===== src/shared/stc_pkg.sv =====
// Purpose: shared constants and types of the sweep and trigger controller
// Assumes: 125 MHz system clock, register port with byte addresses
// Notes:   times are held in microseconds unless the name says otherwise
package stc_pkg;

  // ****************************************************************
  // clock and time base
  // ****************************************************************
  localparam int unsigned CLK_HZ          = 125_000_000;
  localparam int unsigned US_PER_S        = 1_000_000;
  localparam int unsigned US_CYC          = CLK_HZ / US_PER_S;

  // ****************************************************************
  // limits
  // ****************************************************************
  localparam int unsigned DELAY_MAX_US    = 100_000_000;
  localparam int unsigned ZS_SWEEP_MIN_US = 1_000;
  localparam int unsigned ZS_SWEEP_MAX_US = 1_000_000_000;
  localparam int unsigned THRESH_MAX      = 100;
  localparam int unsigned THRESH_RST      = 50;
  localparam int unsigned AUTO_DIV        = 1_000;
  localparam int unsigned AUTO_MIN_US     = 1;

  // delay range edges and the resolution step inside each range
  localparam int unsigned DLY_EDGE1 = 1_000;
  localparam int unsigned DLY_EDGE2 = 10_000;
  localparam int unsigned DLY_EDGE3 = 100_000;
  localparam int unsigned DLY_EDGE4 = 1_000_000;
  localparam int unsigned DLY_EDGE5 = 10_000_000;
  localparam int unsigned DLY_STEP0 = 10;
  localparam int unsigned DLY_STEP1 = 100;
  localparam int unsigned DLY_STEP2 = 1_000;
  localparam int unsigned DLY_STEP3 = 10_000;
  localparam int unsigned DLY_STEP4 = 100_000;
  localparam int unsigned DLY_STEP5 = 1_000_000;

  // settle factor per resolution bandwidth index (1,3,10,30,100,300,1000 kHz)
  localparam int unsigned RBW_LAST = 6;
  localparam logic [19:0] RBW_FACTOR [0:6] = '{20'h f4240, 20'h 1b207, 20'h 02710,
                                               20'h 00457, 20'h 00064, 20'h 0000b,
                                               20'h 00001};

  // ****************************************************************
  // register map
  // ****************************************************************
  localparam logic [7:0] REG_CTRL    = 8'h00;
  localparam logic [7:0] REG_CMD     = 8'h04;
  localparam logic [7:0] REG_SPAN    = 8'h08;
  localparam logic [7:0] REG_RBW     = 8'h0c;
  localparam logic [7:0] REG_MANUAL  = 8'h10;
  localparam logic [7:0] REG_DELAY   = 8'h14;
  localparam logic [7:0] REG_THRESH  = 8'h18;
  localparam logic [7:0] REG_STATUS  = 8'h1c;
  localparam logic [7:0] REG_READOUT = 8'h20;
  localparam logic [7:0] REG_ELAPSED = 8'h24;
  localparam int unsigned CMD_SHOT_BIT = 0;

  typedef enum logic [1:0] {
    SRC_FREE = 2'h0,
    SRC_ENV  = 2'h1,
    SRC_EXT  = 2'h2
  } stc_src_t;

  typedef struct packed {
    logic     falling;
    stc_src_t src;
    logic     manual;
    logic     single;
  } stc_ctrl_t;

  localparam stc_ctrl_t CTRL_RST = '{falling: 1'b0, src: SRC_FREE, manual: 1'b0, single: 1'b0};

  typedef enum logic [1:0] {
    ST_IDLE  = 2'b00,
    ST_ARM   = 2'b01,
    ST_HOLD  = 2'b11,
    ST_SWEEP = 2'b10
  } stc_state_t;

endpackage


===== src/hw/stc_top.sv =====
// Purpose: sweep sequencer and trigger controller
// Assumes: env_level_i comes from logic on clk_i; outside_trigger_input_i is an asynchronous pin
// Notes:   registers are reached over a plain strobe port, read data one cycle after the strobe
//
// Contract
// - continuous mode, reset default, restarts sweep right after each sweep ends
// - one-shot mode does one pass or capture, then idles
// - free-running source, reset default, starts next sweep at once
// - envelope source starts sweep when envelope rises above threshold
// - envelope source accepted only at zero span, rejected otherwise
// - nonzero span flags envelope source and delay as unavailable
// - outside source starts on rising or falling edge as configured
// - envelope or outside trigger postpones sweep start by holdoff delay
// - holdoff delay accepts zero up to one hundred seconds
// - delay resolution steps 10us,100us,1ms,10ms,100ms,1s per decade
// - threshold is percent of reference, 0 to 100, reset 50
// - new threshold acts immediately
// - zero span sweep time limited to 1 ms .. 1000 s
// - zero span x axis is time from zero to sweep time
// - auto coupling picks shortest settling sweep time for bandwidth and span
// - auto sweep time proportional to span
// - manual sweep time raises uncoupled flag
// - too short sweep time raises level error flag
// - manual time change acts at once; trace refresh at every sweep end
// - auto time x9 for threefold, x100 for tenfold bandwidth drop
//
// Decided for this implementation: the register offsets and strobed register access.
`timescale 1ns/1ps
module stc_top
  import stc_pkg::*;
(
  input  wire logic        clk_i,
  input  wire logic        sys_rst_i,
  input  wire logic [7:0]  addr_i,
  input  wire logic [31:0] wdata_i,
  input  wire logic        wr_i,
  input  wire logic        rd_i,
  output logic      [31:0] rdata_o,
  input  wire logic [6:0]  env_level_i,
  input  wire logic        outside_trigger_input_i,
  output logic             sweep_start_o,
  output logic             sweep_active_o,
  output logic             sweep_end_o,
  output logic             holdoff_o,
  output logic      [31:0] sweep_pos_us_o,
  output logic      [31:0] sweep_duration_readout_o,
  output logic             uncoupled_o,
  output logic             level_err_o,
  output logic             env_unavail_o,
  output logic             delay_unavail_o
);

  // ****************************************************************
  // configuration registers
  // ****************************************************************
  stc_ctrl_t   ctrl_reg,   ctrl_next;
  logic [23:0] span_reg,   span_next;
  logic [2:0]  rbw_reg,    rbw_next;
  logic [31:0] man_reg,    man_next;
  logic [26:0] delay_reg,  delay_next;
  logic [6:0]  thresh_reg, thresh_next;
  logic        shot_req;
  logic        ctrl_wr;
  stc_ctrl_t   wctrl;

  always_comb begin
    ctrl_next   = ctrl_reg;
    span_next   = span_reg;
    rbw_next    = rbw_reg;
    man_next    = man_reg;
    delay_next  = delay_reg;
    thresh_next = thresh_reg;
    wctrl       = stc_ctrl_t'(wdata_i[4:0]);
    ctrl_wr     = wr_i && (addr_i == REG_CTRL);
    shot_req    = wr_i && (addr_i == REG_CMD) && wdata_i[CMD_SHOT_BIT];
    if (ctrl_wr) begin
      ctrl_next.single  = wctrl.single;
      ctrl_next.manual  = wctrl.manual;
      ctrl_next.falling = wctrl.falling;
      // envelope source only at zero span; undefined codes also keep the old source
      if ((wctrl.src == SRC_FREE) || (wctrl.src == SRC_EXT) || ((wctrl.src == SRC_ENV) && (span_reg == '0))) begin
        ctrl_next.src = wctrl.src;
      end
    end
    if (wr_i && (addr_i == REG_SPAN)) begin
      span_next = wdata_i[23:0];
      if ((wdata_i[23:0] != '0) && (ctrl_next.src == SRC_ENV)) begin
        ctrl_next.src = SRC_FREE;
      end
    end
    if (wr_i && (addr_i == REG_RBW)) begin
      rbw_next = (wdata_i > 32'(RBW_LAST)) ? 3'(RBW_LAST) : wdata_i[2:0];
    end
    if (wr_i && (addr_i == REG_MANUAL)) begin
      man_next = wdata_i;
    end
    if (wr_i && (addr_i == REG_DELAY) && (span_reg == '0)) begin
      delay_next = (wdata_i > DELAY_MAX_US) ? 27'(DELAY_MAX_US) : wdata_i[26:0];
    end
    if (wr_i && (addr_i == REG_THRESH)) begin
      thresh_next = (wdata_i > THRESH_MAX) ? 7'(THRESH_MAX) : wdata_i[6:0];
    end
  end

  always_ff @(posedge clk_i) begin
    if (sys_rst_i) begin
      ctrl_reg   <= CTRL_RST;
      span_reg   <= '0;
      rbw_reg    <= '0;
      man_reg    <= 32'(ZS_SWEEP_MIN_US);
      delay_reg  <= '0;
      thresh_reg <= 7'(THRESH_RST);
    end else begin
      ctrl_reg   <= ctrl_next;
      span_reg   <= span_next;
      rbw_reg    <= rbw_next;
      man_reg    <= man_next;
      delay_reg  <= delay_next;
      thresh_reg <= thresh_next;
    end
  end

  // ****************************************************************
  // sweep time coupling
  // ****************************************************************
  logic        zero_span;
  logic [43:0] auto_prod;
  logic [43:0] auto_quo;
  logic [31:0] coupled_sweep_duration;
  logic [31:0] uncoupled_sweep_duration;
  logic [31:0] sweep_us;
  logic        short_sweep;

  always_comb begin
    zero_span                = (span_reg == '0);
    // time grows with span and with the square of the bandwidth drop
    auto_prod                = 44'(span_reg) * 44'(RBW_FACTOR[rbw_reg]);
    auto_quo                 = auto_prod / 44'(AUTO_DIV);
    coupled_sweep_duration   = (auto_quo < 44'(AUTO_MIN_US)) ? 32'(AUTO_MIN_US) : auto_quo[31:0];
    uncoupled_sweep_duration = man_reg;
    if (zero_span) begin
      coupled_sweep_duration = 32'(ZS_SWEEP_MIN_US);
    end
    sweep_us = ctrl_reg.manual ? uncoupled_sweep_duration : coupled_sweep_duration;
    if (zero_span && (sweep_us < ZS_SWEEP_MIN_US)) begin
      sweep_us = 32'(ZS_SWEEP_MIN_US);
    end
    if (zero_span && (sweep_us > ZS_SWEEP_MAX_US)) begin
      sweep_us = 32'(ZS_SWEEP_MAX_US);
    end
    short_sweep = ctrl_reg.manual && !zero_span && (man_reg < coupled_sweep_duration);
  end

  // ****************************************************************
  // holdoff quantisation
  // ****************************************************************
  logic [19:0] step_us;
  logic [26:0] steps_q;

  always_comb begin
    if (delay_reg < 27'(DLY_EDGE1)) begin
      step_us = 20'(DLY_STEP0);
      steps_q = delay_reg / 27'(DLY_STEP0);
    end else if (delay_reg < 27'(DLY_EDGE2)) begin
      step_us = 20'(DLY_STEP1);
      steps_q = delay_reg / 27'(DLY_STEP1);
    end else if (delay_reg < 27'(DLY_EDGE3)) begin
      step_us = 20'(DLY_STEP2);
      steps_q = delay_reg / 27'(DLY_STEP2);
    end else if (delay_reg < 27'(DLY_EDGE4)) begin
      step_us = 20'(DLY_STEP3);
      steps_q = delay_reg / 27'(DLY_STEP3);
    end else if (delay_reg < 27'(DLY_EDGE5)) begin
      step_us = 20'(DLY_STEP4);
      steps_q = delay_reg / 27'(DLY_STEP4);
    end else begin
      step_us = 20'(DLY_STEP5);
      steps_q = delay_reg / 27'(DLY_STEP5);
    end
    if (!zero_span || (ctrl_reg.src == SRC_FREE)) begin
      steps_q = '0;
    end
  end

  // ****************************************************************
  // trigger detection
  // ****************************************************************
  logic       ext_meta_reg, ext_sync_reg, ext_prev_reg;
  logic       env_above_reg;
  logic       env_above;
  logic       ext_edge;
  logic       env_rise;
  logic       trig;
  logic [6:0] pre_reg, pre_next;
  logic       us_tick;

  always_comb begin
    env_above = (env_level_i > thresh_reg);
    env_rise  = env_above && !env_above_reg;
    ext_edge  = ctrl_reg.falling ? (ext_prev_reg && !ext_sync_reg)
                                 : (!ext_prev_reg && ext_sync_reg);
    case (ctrl_reg.src)
      SRC_FREE: trig = 1'b1;
      SRC_ENV:  trig = env_rise && zero_span;
      SRC_EXT:  trig = ext_edge;
      default:  trig = 1'b0;
    endcase
    us_tick  = (pre_reg == 7'(US_CYC - 1));
    pre_next = us_tick ? '0 : pre_reg + 7'h01;
  end

  always_ff @(posedge clk_i) begin
    if (sys_rst_i) begin
      ext_meta_reg  <= 1'b0;
      ext_sync_reg  <= 1'b0;
      ext_prev_reg  <= 1'b0;
      env_above_reg <= 1'b1;
      pre_reg       <= '0;
    end else begin
      ext_meta_reg  <= outside_trigger_input_i;
      ext_sync_reg  <= ext_meta_reg;
      ext_prev_reg  <= ext_sync_reg;
      env_above_reg <= env_above;
      pre_reg       <= pre_next;
    end
  end

  // ****************************************************************
  // sweep sequencer
  // ****************************************************************
  stc_state_t  state_reg, state_next;
  logic [31:0] elapsed_reg, elapsed_next;
  logic [19:0] sub_reg, sub_next;
  logic [26:0] left_reg, left_next;
  logic        end_now;

  always_comb begin
    state_next   = state_reg;
    elapsed_next = elapsed_reg;
    sub_next     = sub_reg;
    left_next    = left_reg;
    end_now      = 1'b0;
    case (state_reg)
      ST_IDLE: begin
        if (!ctrl_reg.single || shot_req) begin
          state_next = ST_ARM;
        end
      end
      ST_ARM: begin
        if (trig) begin
          sub_next     = '0;
          left_next    = steps_q;
          elapsed_next = '0;
          state_next   = (steps_q == '0) ? ST_SWEEP : ST_HOLD;
        end
      end
      ST_HOLD: begin
        if (us_tick) begin
          if (sub_reg == step_us - 20'h00001) begin
            sub_next  = '0;
            left_next = left_reg - 27'h0000001;
            if (left_reg == 27'h0000001) begin
              state_next = ST_SWEEP;
            end
          end else begin
            sub_next = sub_reg + 20'h00001;
          end
        end
      end
      ST_SWEEP: begin
        if (us_tick) begin
          elapsed_next = elapsed_reg + 32'h1;
          if (elapsed_next >= sweep_us) begin
            end_now      = 1'b1;
            elapsed_next = '0;
            state_next   = ctrl_reg.single ? ST_IDLE : ST_ARM;
          end
        end
      end
      default: state_next = ST_IDLE;
    endcase
  end

  always_ff @(posedge clk_i) begin
    if (sys_rst_i) begin
      state_reg   <= ST_IDLE;
      elapsed_reg <= '0;
      sub_reg     <= '0;
      left_reg    <= '0;
    end else begin
      state_reg   <= state_next;
      elapsed_reg <= elapsed_next;
      sub_reg     <= sub_next;
      left_reg    <= left_next;
    end
  end

  // ****************************************************************
  // outputs and register read back
  // ****************************************************************
  logic [31:0] rdata_next;

  always_comb begin
    rdata_next = '0;
    if (rd_i) begin
      case (addr_i)
        REG_CTRL:    rdata_next = 32'(ctrl_reg);
        REG_SPAN:    rdata_next = 32'(span_reg);
        REG_RBW:     rdata_next = 32'(rbw_reg);
        REG_MANUAL:  rdata_next = man_reg;
        REG_DELAY:   rdata_next = 32'(delay_reg);
        REG_THRESH:  rdata_next = 32'(thresh_reg);
        REG_STATUS:  rdata_next = {26'h0, !zero_span, short_sweep, ctrl_reg.manual, 1'b0, state_reg};
        REG_READOUT: rdata_next = sweep_us;
        REG_ELAPSED: rdata_next = elapsed_reg;
        default:     rdata_next = '0;
      endcase
    end
  end

  always_ff @(posedge clk_i) begin
    if (sys_rst_i) begin
      rdata_o                  <= '0;
      sweep_start_o            <= 1'b0;
      sweep_active_o           <= 1'b0;
      sweep_end_o              <= 1'b0;
      holdoff_o                <= 1'b0;
      sweep_pos_us_o           <= '0;
      sweep_duration_readout_o <= 32'(ZS_SWEEP_MIN_US);
      uncoupled_o              <= 1'b0;
      level_err_o              <= 1'b0;
      env_unavail_o            <= 1'b0;
      delay_unavail_o          <= 1'b0;
    end else begin
      rdata_o                  <= rdata_next;
      sweep_start_o            <= (state_next == ST_SWEEP) && (state_reg != ST_SWEEP);
      sweep_active_o           <= (state_next == ST_SWEEP);
      sweep_end_o              <= end_now;
      holdoff_o                <= (state_next == ST_HOLD);
      sweep_pos_us_o           <= elapsed_next;
      sweep_duration_readout_o <= sweep_us;
      uncoupled_o              <= ctrl_reg.manual;
      level_err_o              <= short_sweep;
      env_unavail_o            <= !zero_span;
      delay_unavail_o          <= !zero_span;
    end
  end

  // ****************************************************************
  // assertions
  // ****************************************************************
  property p_cont_restart;
    @(posedge clk_i) disable iff (sys_rst_i) (end_now && !ctrl_reg.single) |=> (state_reg == ST_ARM);
  endproperty
  a_cont_restart: assert property (p_cont_restart) else $error("continuous sweep did not rearm");

  property p_single_idle;
    @(posedge clk_i) disable iff (sys_rst_i) (end_now && ctrl_reg.single) |=> (state_reg == ST_IDLE) ##1 sweep_end_o == 1'b0;
  endproperty
  a_single_idle: assert property (p_single_idle) else $error("one-shot did not idle after pass");

  property p_no_self_start;
    @(posedge clk_i) disable iff (sys_rst_i)
      (state_reg == ST_IDLE && ctrl_reg.single && !shot_req && !ctrl_wr) |=> (state_reg == ST_IDLE);
  endproperty
  a_no_self_start: assert property (p_no_self_start) else $error("one-shot started without command");

  property p_free_start;
    @(posedge clk_i) disable iff (sys_rst_i) (state_reg == ST_ARM && ctrl_reg.src == SRC_FREE) |=> sweep_active_o;
  endproperty
  a_free_start: assert property (p_free_start) else $error("free run did not start at once");

  property p_env_start;
    @(posedge clk_i) disable iff (sys_rst_i)
      (state_reg == ST_ARM && ctrl_reg.src == SRC_ENV && env_rise && steps_q == '0) |=> sweep_start_o;
  endproperty
  a_env_start: assert property (p_env_start) else $error("envelope rise did not start sweep");

  property p_env_reject;
    @(posedge clk_i) disable iff (sys_rst_i) (span_reg != '0) |-> (ctrl_reg.src != SRC_ENV);
  endproperty
  a_env_reject: assert property (p_env_reject) else $error("envelope source held at nonzero span");

  property p_unavail;
    @(posedge clk_i) disable iff (sys_rst_i) (span_reg != '0) |=> (env_unavail_o && delay_unavail_o);
  endproperty
  a_unavail: assert property (p_unavail) else $error("unavailable flags missing at nonzero span");

  property p_edge_start;
    @(posedge clk_i) disable iff (sys_rst_i)
      (state_reg == ST_ARM && ctrl_reg.src == SRC_EXT && ext_edge && steps_q == '0) |=> sweep_start_o;
  endproperty
  a_edge_start: assert property (p_edge_start) else $error("outside edge did not start sweep");

  property p_holdoff;
    @(posedge clk_i) disable iff (sys_rst_i) (state_reg == ST_ARM && trig && steps_q != '0) |=> holdoff_o && !sweep_active_o;
  endproperty
  a_holdoff: assert property (p_holdoff) else $error("trigger did not enter holdoff");

  property p_delay_max;
    @(posedge clk_i) disable iff (sys_rst_i) delay_reg <= 27'(DELAY_MAX_US);
  endproperty
  a_delay_max: assert property (p_delay_max) else $error("delay above limit");

  property p_zs_limit;
    @(posedge clk_i) disable iff (sys_rst_i)
      zero_span |-> (sweep_us >= ZS_SWEEP_MIN_US && sweep_us <= ZS_SWEEP_MAX_US);
  endproperty
  a_zs_limit: assert property (p_zs_limit) else $error("zero span sweep time out of range");

  property p_uncoupled;
    @(posedge clk_i) disable iff (sys_rst_i) $rose(ctrl_reg.manual) |=> uncoupled_o;
  endproperty
  a_uncoupled: assert property (p_uncoupled) else $error("uncoupled flag missing");

endmodule


===== config.mk =====
export PLATFORM = sky130hd
export DESIGN_NAME = stc_top
export DESIGN_NICKNAME = d
export VERILOG_FILES = /design/src/shared/stc_pkg.sv /design/src/hw/stc_top.sv
export SDC_FILE = /design/constraint.sdc
export NUM_CORES = 2
export LEC_CHECK = 0
export BUFFER_PORTS_ARGS = -buffer_cell sky130_fd_sc_hd__buf_2
export CORE_MARGIN = 2
export CORE_UTILIZATION = 60
export DETAILED_ROUTE_END_ITERATION = 8
export PLACE_DENSITY = 0.88
export SETUP_SLACK_MARGIN = 0.1
export SYNTH_ARGS = -nofsm -noshare
export SYNTH_HDL_FRONTEND = slang
export SYNTH_SLANG_ARGS = --single-unit

===== constraint.sdc =====
create_clock -name clk_i -period 70.7 [get_ports clk_i]
set_input_delay 0 -clock clk_i [delete_from_list [all_inputs] [get_ports clk_i]]
set_output_delay 0 -clock clk_i [all_outputs]
set_load 0.03 [all_outputs]

==> results.toml <==
[logic_synthesis]
synth_seq_cells = 261
synthFlopType = "dfxtp_1"
synth_edf_count = 0
yosys.area.top_type = "ha_1"
synth_top_area_frac = 0.132
synthArstFlopShare = 0
yosysUniqueCellTypes = 164
yosysMostFrequentCell = "nand2_1"
syn-cell-area_um2 = 54300
syn-num-nets = 8058
synthCells = 7097
ys_seq_area_frac = 0.0963
synth_common_cells = "712 x nand2_1, 578 x nor2_1, 573 x ha_1, 494 x inv_1, 434 x a21oi_1"
ys_warn_count = 0
postSynthAreaPerCell_um2 = 7.65
yosys-top-cells-area = "ha_1 13%, fa_1 12%, dfxtp_1 9.6%"

[finish]
fin_nets = 8104
post-route-util = 0.648
num-fill-cells = 7400
layout-drive-gt1-share = 0.109
areaGrowthSynthToFinish_pct = 7.27
design_area_um2 = 58200

[sta]
finalClockSkew_ns = 0.0226
drv_slew = 0
finalCriticalPeriod_ns = 67.59
hold_viol = 0
max_freq_mhz = 14.8
slew_headroom = 0.0395
setup_violations = 0
tightest_slew_ns = 1.43
fin_crit_sh = 0.956
setup-tns-final_ns = 0
fin_ws_ns = 3.11

[critical_path]
arrival_ns = 68.05
crit_fanout = 29
required_ns = 71.16
cpMostUsedCell = "o21a_1"
crit_type = "reg -> reg"
max_stage_delay_ns = 0.64
critPathSlowestCell = "or4b_2"
reg2regPathDepth = 361
r2r-end = "state_reg[0]"
reg2reg_from = "delay_reg[17]"
cp-end-kind = "register"
crit_start = "delay_reg[17]"
start_kind = "register"
r2r_setup_slack_ns = 3.11
worstSetupEndpoint = "state_reg[0]"

[floorplanning]
die_area_um2 = 92900
core_um2 = 89900
row_count = 110
initial_core_util = 0.604
dieHeight_um = 305
die_x_um = 305
pin_count = 156

[min_path]
hold_depth = 5
hold_path.class = "in -> reg"

[run]
drv_cap = 0

[clocking]
clockBufferDepth = 3
cts_tree = "yes"
clk_latency_ns = 0.60
cts_buffers = 28
cts_root_buf = "clkbuf_16"
h-tree-depth = 1
cts.clk_slew.worst_paths_ns = 0.07
clkSinkCount = 261

[placed_design]
pre_cts_slack_ns = -1.31
place_congestion = 1.07
port_buffers = 155
place_hpwl_um = 142000
placed_area_um2 = 55800

[global_routing]
antenna_found_initial = 28
grt_max_degree = 88
first_global_vias = 54214
groute.usage.overall = 0.382
grt_pass1_wl_um = 290000
overflow = 0

[detailed_routing]
drt_pass1_iterations = 7
drtIter0Drc = 7602
totalWireLength_um = 188000
wl_met1_um = 68200
drcViolationCount = 0
vias = 57529
vias_per_cell = 6.89
maxUsedRoutingLayer = "met5"
wl_met2_um = 81400
ant_nets = 0
wl_met3_um = 23900
wire_per_inst_um = 22.5

[run_status]
outcome = "completed"
## repair_timing
action	in CTS	in global routing
hold endpoints to repair	164	0
setup endpoints to repair	5	7
gates cloned	1	3
resized for setup	15	123
setup buffers	2	54
hold buffers	40	0
pin swaps	2	49
## worst min-delay path by stage
stage / from / endpoint
global placement: outside_trigger_input_i / ext_meta_reg
CTS: addr_i[3] / rdata_o[4]
finish: addr_i[3] / rdata_o[4]
global route: addr_i[3] / rdata_o[4]
floorplan: wdata_i[3] / man_reg[3]
detailed placement: outside_trigger_input_i / ext_meta_reg
## cells in the final DEF (no fill, tap or decap), types with 135 or more instances in the layout
master and count:
fa_1 336, and2_1 201, nand2_1 703, buf_4 147, inv_1 493, nor3_1 294, o21a_1 204, buf_2 154
dfxtp_1 256, ha_1 571, a21oi_1 406, nand3_1 168, and3_1 135, xnor2_1 190, nor2_1 558, o21ai_0 279
## area by class of cell
cell class / instances / area, um^2 / share of cell area
Multi-Input combinational cell: 6001 / 46200 / 0.793
Sequential cell: 261 / 5230 / 0.0899
Timing Repair Buffer: 351 / 2420 / 0.0416
Inverter: 499 / 1880 / 0.0323
Tap cell: 1176 / 1470 / 0.0253
Clock buffer: 34 / 723 / 0.0124
Clock inverter: 16 / 268 / 0.00460
Antenna cell: 9 / 22.5 / 0.000387
Timing Repair inverter: 1 / 5.00 / 0.0000860
## metal layers
layer,GRT usage,vias to the layer above
met5,0,-
met4,0.240,34
li1,-,25841
met3,0.105,985
met1,0.465,26862
met2,0.599,3807
## cells by family (layout without fill, tap and decap cells)
family,after synthesis,after routing,synth area share
compound gates,1964,1965,0.257
xor+xnor,300,300,0.0495
fa+ha+maj,916,916,0.257
buf+inv,838,901,0.0643
flops,261,261,0.0963
mux,134,134,0.0272
other cells,0,9,0
simple gates,2684,2686,0.248
## metrics by stage
stage | std cells | hold WS (ns)
floorplan | 7097 | 0.124
global route | 8346 | 0.0672
global placement | 8189 | 0.232
finish | 8348 | 0.0528
detailed placement | 8189 | 0.236
CTS | 8282 | 0.0118
## critical path: cells and delay by family (launching register included)
| kind | cells | cell delay [ns] |
|---|---|---|
| fa+ha+maj | 24 | 7.28 |
| mux | 7 | 2.01 |
| simple gates | 77 | 12.66 |
| compound gates | 240 | 43.28 |
| buf+inv | 13 | 1.72 |
| flops | 1 | 0.39 |
Power is left out: the tool's default activity adds up to more than one toggle a clock period on the data nets, which glitch-free logic cannot reach.
